$ cat src/verilog/bgm_pkg.sv
`default_nettype none
package bgm_pkg;
  // Pin count and internal port width
  localparam int unsigned PIN_COUNT  = 16;
  localparam int unsigned PORT_WIDTH = 32;

  // Register byte offsets
  localparam logic [7:0] OFF_MODE_LO = 8'h00;
  localparam logic [7:0] OFF_DIR_LO  = 8'h04;
  localparam logic [7:0] OFF_DATA_LO = 8'h08;
  localparam logic [7:0] OFF_MODE_HI = 8'h0c;
  localparam logic [7:0] OFF_DIR_HI  = 8'h10;
  localparam logic [7:0] OFF_DATA_HI = 8'h14;
  localparam logic [7:0] OFF_PINS_LO = 8'h18;
  localparam logic [7:0] OFF_PINS_HI = 8'h1c;
  localparam logic [7:0] OFF_OPTION  = 8'h20;

  // Option register field positions
  localparam int unsigned OPT_TX_JMP_BIT  = 0;
  localparam int unsigned OPT_RX_JMP_BIT  = 1;
  localparam int unsigned OPT_CTS_JMP_BIT = 2;
  localparam int unsigned OPT_ADC_BIT     = 3;

  // Port bit carrying the flash bank select
  localparam int unsigned BANK_SEL_BIT = 25;

  // Reset values (mode=0,dir=1: input with pull; pull level from data)
  localparam logic [31:0] RST_MODE = 32'h0000_0000;
  localparam logic [31:0] RST_DIR  = 32'hffff_ffff;
  localparam logic [31:0] RST_DATA = 32'hffff_fbfd;
  localparam logic [3:0]  RST_OPT  = 4'h0;

  // Flash socket window
  localparam logic [19:0] FLASH_BASE = 20'h80000;
  localparam logic [19:0] FLASH_LAST = 20'hbffff;

  // Pin function encoding from mode and direction bits
  typedef enum logic [1:0] {
    FN_PERIPH    = 2'b00,
    FN_INPUT_PUL = 2'b01,
    FN_OUTPUT    = 2'b10,
    FN_INPUT_NP  = 2'b11
  } bgm_fn_t;

  // Per-pin drive to pad
  typedef struct packed {
    logic out;
    logic oe;
    logic pull_en;
    logic pull_up;
  } bgm_pad_t;

  // Wishbone request
  typedef struct packed {
    logic        cyc;
    logic        stb;
    logic        we;
    logic [3:0]  sel;
    logic [7:0]  adr;
    logic [31:0] dat;
  } bgm_wb_req_t;
endpackage : bgm_pkg
`default_nettype wire
$ cat src/verilog/bgm_pin_mux.sv
// Summary of operation
// - Sixteen pins, four selectable functions each
// - Reset: inputs pulled up, pins 5,7 down
// - Pins map to fixed internal port bits
// - Pins 13-15 alternates need jumpers
// - Pin 11 carries end-of-conversion when fitted
// - Flash socket decoded at 80000h-BFFFFh
// - Port bit 25 drives socket top address
`timescale 1ns/1ns
`default_nettype none
module bgm_pin_mux
  import bgm_pkg::*;
(
  input  wire logic                    ref_clk_i,
  input  wire logic                    rstn_i,
  input  wire bgm_pkg::bgm_wb_req_t    wb_req_i,
  output logic [31:0]                  wb_dat_o,
  output logic                         wb_ack_o,
  input  wire logic [15:0]             pin_in_i,
  output logic [15:0]                  pin_out_o,
  output logic [15:0]                  pin_oe_o,
  output logic [15:0]                  pin_pull_en_o,
  output logic [15:0]                  pin_pull_up_o,
  input  wire logic [15:0]             alt_out_i,
  input  wire logic [15:0]             alt_oe_i,
  output logic [15:0]                  alt_in_o,
  input  wire logic [19:0]             mem_addr_i,
  input  wire logic                    mem_req_i,
  output logic                         flash_sel_o,
  output logic                         socket_top_address_line_o,
  output logic                         socket_top_address_oe_o
);
  import bgm_pkg::*;

  // Pin to port bit map
  localparam logic [4:0] PIN_MAP [16] = '{5'd30, 5'd12, 5'd13, 5'd20, 5'd11, 5'd10, 5'd0, 5'd1,
                                          5'd31, 5'd16, 5'd17, 5'd18, 5'd19, 5'd27, 5'd28, 5'd21};

  // Port configuration and bus state
  logic [31:0] mode_reg, mode_next;
  logic [31:0] dir_reg, dir_next;
  logic [31:0] data_reg, data_next;
  logic [3:0]  opt_reg, opt_next;
  logic        ack_reg, ack_next;
  logic [31:0] rdat_reg, rdat_next;
  // Pad path and bus decode helpers
  logic [15:0] sync1_reg, sync2_reg;
  logic [31:0] port_pins;
  logic [15:0] alt_allow;
  logic        req;
  logic        rd_take;
  logic        wr_take;
  logic        bank_out;
  logic [31:0] wmask;

  // Pad input synchroniser
  always_ff @(posedge ref_clk_i)
  begin
    if (!rstn_i)
    begin
      sync1_reg <= 16'h0000;
      sync2_reg <= 16'h0000;
    end
    else
    begin
      sync1_reg <= pin_in_i;
      sync2_reg <= sync1_reg;
    end
  end

  // Alternate function gating by board options
  always_comb
  begin
    alt_allow     = 16'hffff;
    alt_allow[13] = opt_reg[OPT_TX_JMP_BIT];
    alt_allow[14] = opt_reg[OPT_RX_JMP_BIT];
    alt_allow[15] = opt_reg[OPT_CTS_JMP_BIT];
    alt_allow[11] = opt_reg[OPT_ADC_BIT];
  end

  // Pad drive per pin from mode/direction
  always_comb
  begin
    port_pins = 32'h0000_0000;
    for (int i = 0; i < 16; i++)
    begin
      bgm_fn_t  fn;
      bgm_pad_t pad;
      fn  = bgm_fn_t'({mode_reg[PIN_MAP[i]], dir_reg[PIN_MAP[i]]});
      pad = '{out: 1'b0, oe: 1'b0, pull_en: 1'b0, pull_up: 1'b0};
      case (fn)
        FN_PERIPH:
        begin
          // Alternate output only when allowed; EOC pin stays input
          pad.out = alt_out_i[i];
          pad.oe  = alt_oe_i[i] & alt_allow[i] & ~(i == 11);
        end
        FN_INPUT_NP: pad.oe = 1'b0;
        FN_OUTPUT:
        begin
          // Push-pull, or open-drain when data low only is driven via dir toggling
          pad.out = data_reg[PIN_MAP[i]];
          pad.oe  = 1'b1;
        end
        FN_INPUT_PUL:
        begin
          pad.pull_en = 1'b1;
          pad.pull_up = data_reg[PIN_MAP[i]];
        end
        default: pad.oe = 1'b0;
      endcase
      pin_out_o[i]     = pad.out;
      pin_oe_o[i]      = pad.oe;
      pin_pull_en_o[i] = pad.pull_en;
      pin_pull_up_o[i] = pad.pull_up;
      alt_in_o[i]      = sync2_reg[i] & alt_allow[i] & (fn == FN_PERIPH);
      port_pins[PIN_MAP[i]] = sync2_reg[i];
    end
  end

  // Bank select line; undriven, the pull-up keeps the upper half selected
  always_comb
  begin
    // Port bit 25 drives the socket only as an output (mode 1, dir 0)
    bank_out = mode_reg[BANK_SEL_BIT] & ~dir_reg[BANK_SEL_BIT];
    socket_top_address_oe_o = bank_out;
    socket_top_address_line_o = bank_out ? data_reg[BANK_SEL_BIT] : 1'b1;
    // Socket window decode
    flash_sel_o = mem_req_i && (mem_addr_i >= FLASH_BASE) && (mem_addr_i <= FLASH_LAST);
  end

  // Configuration write path; a write lands on the edge where ack is seen high
  always_comb
  begin
    wr_take   = wb_req_i.cyc & wb_req_i.stb & wb_req_i.we & ack_reg;
    wmask     = {{8{wb_req_i.sel[3]}}, {8{wb_req_i.sel[2]}}, {8{wb_req_i.sel[1]}}, {8{wb_req_i.sel[0]}}};
    mode_next = mode_reg;
    dir_next  = dir_reg;
    data_next = data_reg;
    opt_next  = opt_reg;
    if (wr_take)
    begin
      case (wb_req_i.adr)
        OFF_MODE_LO: mode_next[15:0]  = (mode_reg[15:0] & ~wmask[15:0]) | (wb_req_i.dat[15:0] & wmask[15:0]);
        OFF_DIR_LO:  dir_next[15:0]   = (dir_reg[15:0] & ~wmask[15:0]) | (wb_req_i.dat[15:0] & wmask[15:0]);
        OFF_DATA_LO: data_next[15:0]  = (data_reg[15:0] & ~wmask[15:0]) | (wb_req_i.dat[15:0] & wmask[15:0]);
        OFF_MODE_HI: mode_next[31:16] = (mode_reg[31:16] & ~wmask[15:0]) | (wb_req_i.dat[15:0] & wmask[15:0]);
        OFF_DIR_HI:  dir_next[31:16]  = (dir_reg[31:16] & ~wmask[15:0]) | (wb_req_i.dat[15:0] & wmask[15:0]);
        OFF_DATA_HI: data_next[31:16] = (data_reg[31:16] & ~wmask[15:0]) | (wb_req_i.dat[15:0] & wmask[15:0]);
        OFF_OPTION:
        begin
          // Option bits sit in byte lane 0 only
          if (wb_req_i.sel[0])
          begin
            opt_next = wb_req_i.dat[3:0];
          end
        end
        default:     ;
      endcase
    end
  end

  // Configuration registers; reset leaves every pin a pulled input
  always_ff @(posedge ref_clk_i)
  begin
    if (!rstn_i)
    begin
      mode_reg <= RST_MODE;
      dir_reg  <= RST_DIR;
      data_reg <= RST_DATA;
      opt_reg  <= RST_OPT;
    end
    else
    begin
      mode_reg <= mode_next;
      dir_reg  <= dir_next;
      data_reg <= data_next;
      opt_reg  <= opt_next;
    end
  end

  // Bus answer; a request is taken while ack is low, answered one cycle later
  always_comb
  begin
    req       = wb_req_i.cyc & wb_req_i.stb & ~ack_reg;
    rd_take   = req & ~wb_req_i.we;
    ack_next  = req;
    rdat_next = rdat_reg;
    if (rd_take)
    begin
      case (wb_req_i.adr)
        OFF_MODE_LO: rdat_next = {16'h0000, mode_reg[15:0]};
        OFF_DIR_LO:  rdat_next = {16'h0000, dir_reg[15:0]};
        OFF_DATA_LO: rdat_next = {16'h0000, data_reg[15:0]};
        OFF_MODE_HI: rdat_next = {16'h0000, mode_reg[31:16]};
        OFF_DIR_HI:  rdat_next = {16'h0000, dir_reg[31:16]};
        OFF_DATA_HI: rdat_next = {16'h0000, data_reg[31:16]};
        OFF_PINS_LO: rdat_next = {16'h0000, port_pins[15:0]};
        OFF_PINS_HI: rdat_next = {16'h0000, port_pins[31:16]};
        OFF_OPTION:  rdat_next = {28'h0000000, opt_reg};
        default:     rdat_next = 32'h0000_0000;
      endcase
    end
  end

  // Bus answer registers
  always_ff @(posedge ref_clk_i)
  begin
    if (!rstn_i)
    begin
      ack_reg  <= 1'b0;
      rdat_reg <= 32'h0000_0000;
    end
    else
    begin
      ack_reg  <= ack_next;
      rdat_reg <= rdat_next;
    end
  end

  // Bus outputs straight from flops
  assign wb_ack_o = ack_reg;
  assign wb_dat_o = rdat_reg;
endmodule : bgm_pin_mux
`default_nettype wire

$ cat config.mk
export PLATFORM = sky130hd
export DESIGN_NAME = bgm_pin_mux
export DESIGN_NICKNAME = d
export VERILOG_FILES = /design/src/verilog/bgm_pkg.sv /design/src/verilog/bgm_pin_mux.sv
export SDC_FILE = /design/constraint.sdc
export NUM_CORES = 1
export LEC_CHECK = 0
export BUFFER_PORTS_ARGS = -buffer_cell sky130_fd_sc_hd__buf_2
export CAP_MARGIN = 20
export CORE_UTILIZATION = 35
export CTS_BUF_LIST = sky130_fd_sc_hd__clkbuf_8
export CTS_CLUSTER_DIAMETER = 120
export DETAILED_ROUTE_END_ITERATION = 8
export GPL_TIMING_DRIVEN = 0
export SETUP_SLACK_MARGIN = 0.2
export SLEW_MARGIN = 15
export SYNTH_ARGS = -nofsm -noshare
export SYNTH_HDL_FRONTEND = slang
export SYNTH_SLANG_ARGS = --single-unit
$ cat constraint.sdc
create_clock -name ref_clk_i -period 1.8 [get_ports ref_clk_i]
set_input_delay 0.09 -clock ref_clk_i [delete_from_list [all_inputs] [get_ports ref_clk_i]]
set_output_delay 0.09 -clock ref_clk_i [all_outputs]
set_load 0.01 [all_outputs]
# After elaboration in Yosys (flattened, before gate mapping)
# Cells that the tools add are included.
# op_classes
bitwise	46
shift	0
add_sub_neg	0
order_cmp	2
n_reduce_logical	26
n_mul	0
div_mod_pow	0
muxes	50
eq_ne	40
# ops
operator	n
$pmux 16 s9	1
$and 16x16->16	7
$or 16x16->16	6
$pmux 1 s2	31
$eq 2x1->1 const B	16
$eq 2x2->1 const B	16
$eq 8x5->1 const B	4
$logic_not 2->1	16
$mux 2	16
$and 1x1->1	29
$ge 20x20->1 const B	1
$le 20x20->1 const B	1
$eq 8x4->1 const B	2
$not 16->16	1
$reduce_and 2->1	6
$eq 8x3->1 const B	1
$eq 8x6->1 const B	1
$logic_not 8->1	1
$not 1->1	3
$reduce_and 3->1	1
$logic_and 1x1->1	2
$mux 1	2
# totals
latchBits	0
memories	0
mem_bits_ro	0
ram_bits	0
register_bits	165

# Logic depth before layout (Yosys ltp)
# depth
ltp_word	4
mapped_depth	7
mapped_depth_nobuf	4

# Least setup slack after synthesis
# OpenSTA, ideal clock, no wires.
# synth_path
kind	reg-to-reg
startpoint	register ack_reg, in the netlist wb_ack_o
endpoint	register with a tool-made name
path_stages_with_launch	7
arrival_ns	1.721
n_path_buf	2
slack_ns	-0.051
path_cell_list	dfxtp_1 > and4_1 > buf_2 > buf_1 > nand4_2 > mux2i_1 > nand2_1
# synth_lines
item	line	source
from (decl)	bgm_pin_mux.sv:44	logic ack_reg, ack_next;
from (signal assigned)	bgm_pin_mux.sv:216	ack_reg <= ack_next;

# Final worst setup path
# layout_path
startpoint	input port wb_req_i[36] in the netlist's numbering
endpoint	register rdat_reg[1], in the netlist wb_dat_o[1]
# layout_between
elab_chain_len	2
word_cells_on_any_way	10
classes_between	eq/ne: 8; mux: 1; reduce/logical: 1
# layout_lines
item	line	source
from (decl)	bgm_pin_mux.sv:16	input wire bgm_pkg::bgm_wb_req_t wb_req_i,
$eq 8x6->1 (tied with other cells)	bgm_pin_mux.sv:191	case (wb_req_i.adr)
$pmux 16 s9 *	bgm_pin_mux.sv:191	
to (signal assigned)	bgm_pin_mux.sv:217	rdat_reg <= rdat_next;
to (decl)	bgm_pin_mux.sv:45	logic [31:0] rdat_reg, rdat_next;
# Mark *: on every way between the ends. The rest lies on a longest branch, timed or not.
# A chain may end at the register's enable or synchronous reset.

==> flow_metrics.env <==
export IMPL_min_to="wb_dat_o[11]$_SDFFE_PN0P_"
export IMPL_overflow=0
export IMPL_yosysTopAreaCell="dfxtp_1"
export IMPL_synth_top_cell_area_share_pct=41.2
export IMPL_pre_cts_slack_ns=-0.639
export IMPL_final_core_util_pct=48.1
export IMPL_antenna_found_initial=0
export IMPL_cts_sinks=149
export IMPL_power_switching_mw=1.70
export IMPL_drt_drc_violations_left=0
export IMPL_p_leak_nw=4.46
export IMPL_yosys_register_bits=149
export IMPL_totalWireLength_um=25500
export IMPL_cap_violations=0
export IMPL_dr_first_iter_drc_count=607
export IMPL_die_area_um2=21300
export IMPL_r2r_start="wb_ack_o$_SDFF_PN0_"
export IMPL_hold_class="in -> reg"
export IMPL_internal_power_mw=4.80
export IMPL_p_sw_share_pct=26.1
export IMPL_hp_start="wb_req_i[34]"
export IMPL_insertion_delay_ns=0.46
export IMPL_max_freq_mhz=579
export IMPL_critPathRequiredTime_ns=2.19
export IMPL_hold_violations=0
export IMPL_min_path_cells=4
export IMPL_ant_nets=0
export IMPL_numPortBuffers=174
export IMPL_powerDensity_nw_per_um2=667
export IMPL_syn_area_um2=7240
export IMPL_status="complete, no violations"
export IMPL_synthToLayoutAreaGrowth_pct=34.4
export IMPL_h_tree_depth=4
export IMPL_cts_buffers=17
export IMPL_synth_most_common_cell="dfxtp_1"
export IMPL_async_flop_share_pct=0
export IMPL_arrival_ns=2.12
export IMPL_start_kind="input pin"
export IMPL_postPlaceCellArea_um2=8510
export IMPL_tightestPinTransition_ns=1.04
export IMPL_ios=234
export IMPL_timing_final_crit_share_pct=96.0
export IMPL_yosysWarnings=0
export IMPL_grt_max_degree=17
export IMPL_clk_pin_slew_worst_paths_ns=0.08
export IMPL_num_vias=6928
export IMPL_vdd_ir_drop_worst_v=0.000491
export IMPL_grt_first_pass_wirelength_um=37300
export IMPL_end_kind="flop"
export IMPL_gp_congestion=0.920
export IMPL_fin_area_um2=9730
export IMPL_yosysUniqueCellTypes=58
export IMPL_drt_vias_per_instance=5.22
export IMPL_maxSlewHeadroom_pct=30.4
export IMPL_crit_type="in -> reg"
export IMPL_grt_setup_unrepaired="true"
export IMPL_power_frac_clock_pct=38.6
export IMPL_synthFlopType="dfxtp_1"
export IMPL_synthTopCellsByArea="dfxtp_1, mux2i_1, nor2b_1"
export IMPL_num_antenna_cells=0
export IMPL_chipHeight_um=146
export IMPL_synth_area_per_cell_um2=9.24
export IMPL_fin_nets=1163
export IMPL_placement_rows=52
export IMPL_die_w_um=146
export IMPL_seq_area_frac_synth_pct=41.2
export IMPL_reg2reg_depth=6
export IMPL_detail_route_wl_per_cell_um=19.2
export IMPL_cp_max_fo=10
export IMPL_setup_ws_ns=0.0717
export IMPL_cts_tree="yes"
export IMPL_clk_root_buffer_cell="clkbuf_8"
export IMPL_grt_usage_pct=23.4
export IMPL_p_comb_share_pct=9.8
export IMPL_start_util_pct=35.8
export IMPL_holdWs_ns=0.0612
export IMPL_seqPwrFrac_pct=51.5
export IMPL_hpwl_um=17800
export IMPL_slowest_delay_ns=0.71
export IMPL_reg2reg_to="wb_dat_o[1]$_SDFFE_PN0P_"
export IMPL_fin_skew_ns=0.0115
export IMPL_coreArea_um2=20200
export IMPL_fin_crit_ns=1.73
export IMPL_crit_chain="buf_2 > buf_2 > nor4b_1 > a21o_1 > nand2_8 > buf_8 > a22oi_2"
export IMPL_synthCells=783
export IMPL_layout_drive_gt1_share_pct=30.1
export IMPL_timing_critical_path_mode_cell="buf_2"
export IMPL_ff2ff_setup_slack_ns=0.17
export IMPL_clockBufferDepth=2
export IMPL_synth_top_cells_by_count="dfxtp_1, mux2i_1, nand2_1"
export IMPL_setup_viol=0
export IMPL_firstDrtPassIters=7
export IMPL_cp_slowest_cell="nor4b_1"
export IMPL_finalMaxSlewViolations=0
export IMPL_grt_pass1_vias=6317
export IMPL_synth_edf_count=0
[area by class of cell]
| cell class | instances | area (um2) |
|---|---|---|
| clock buffer | 20 | 275 |
| timing repair buffer | 228 | 1440 |
| clock inverter | 11 | 103 |
| fill | 1951 | 10500 |
| sequential | 149 | 2990 |
| buffer | 64 | 390 |
| inverter | 11 | 41.3 |
| tap | 270 | 338 |
| multi-input combinational | 574 | 4150 |
[per-stage QoR]
| step | setup TNS [ns] | total power [mW] | std cells |
|---|---|---|---|
| global placement | -36.26 | 3.95 | 1242 |
| floorplan | 0 | 3.71 | 798 |
| global route | 0 | 6.72 | 1327 |
| finish | 0 | 6.49 | 1327 |
| CTS | 0 | 6.49 | 1319 |
| detailed placement | -38.31 | 3.95 | 1242 |
[worst max path at each step]
stage                        startpoint                  endpoint  cells past startpoint
detailed placement         wb_req_i[36]                      flop                      6
global placement           wb_req_i[36]                      flop                      6
finish                     wb_req_i[36]  wb_dat_o[1]$_SDFFE_PN0P_                      7
CTS                 wb_ack_o$_SDFF_PN0_                      flop                      6
global route        wb_ack_o$_SDFF_PN0_   opt_reg[3]$_SDFFE_PN0P_                      7
floorplan           wb_ack_o$_SDFF_PN0_  wb_dat_o[1]$_SDFFE_PN0P_                      6
[power groups by stage]
stage | Sequential [mW] | Clock [mW] | Combinational [mW]
5_1_grt | 3.35 | 2.70 | 0.677
3_5_place_dp | 3.42 | 0 | 0.530
3_3_place_gp | 3.42 | 0 | 0.524
6_report | 3.34 | 2.51 | 0.639
2_1_floorplan | 3.41 | 0 | 0.295
4_1_cts | 3.34 | 2.53 | 0.612
[placed cells by master (no fill, tap or decap), drive strengths merged, types with 9 or more instances in the layout]
cell type,count
conb,16
mux2,11
inv,12
o21ai,24
o32ai,9
nand4,16
mux2i,111
nand3,32
a22o,11
and2,52
nand2,80
nor2,53
dlygate4sd3,34
clkbuf,45
buf,233
nor2b,57
dfxtp,149
nor3b,12
[layer usage]
layer / track usage, % / wire (um)
met1: 31.0 / 11100
met2: 37.2 / 11600
met3: 5.24 / 2120
met4: 8.37 / 684
met5: 0 / 0
[kinds of logic (layout without fill, tap and decap cells)]
group | Yosys count | after routing | synth area share, %
muxes | 125 | 125 | 18.0
DFF | 149 | 149 | 41.2
AOI/OAI and AO/OA | 89 | 89 | 9.06
buffers and inverters | 75 | 334 | 5.00
and+or+nand+nor | 344 | 344 | 26.7
other | 1 | 16 | 0.0518
[timing repair]
action / CTS / global route
pin swaps: 2 / 16
buffers inserted: 11 / 7
endpoints found under the hold margin: 112 / 0
cloned: 1 / 1
hold buffers: 34 / 0
endpoints found under the setup margin: 116 / 101
gates resized for setup: 38 / 38
[worst max-delay path: cells and delay by family]
family,cells,cell delay (ns)
simple gates,2,0.85
compound gates,2,0.62
buf+inv,3,0.54
No activity file was read; power rests on OpenSTA's default activity.
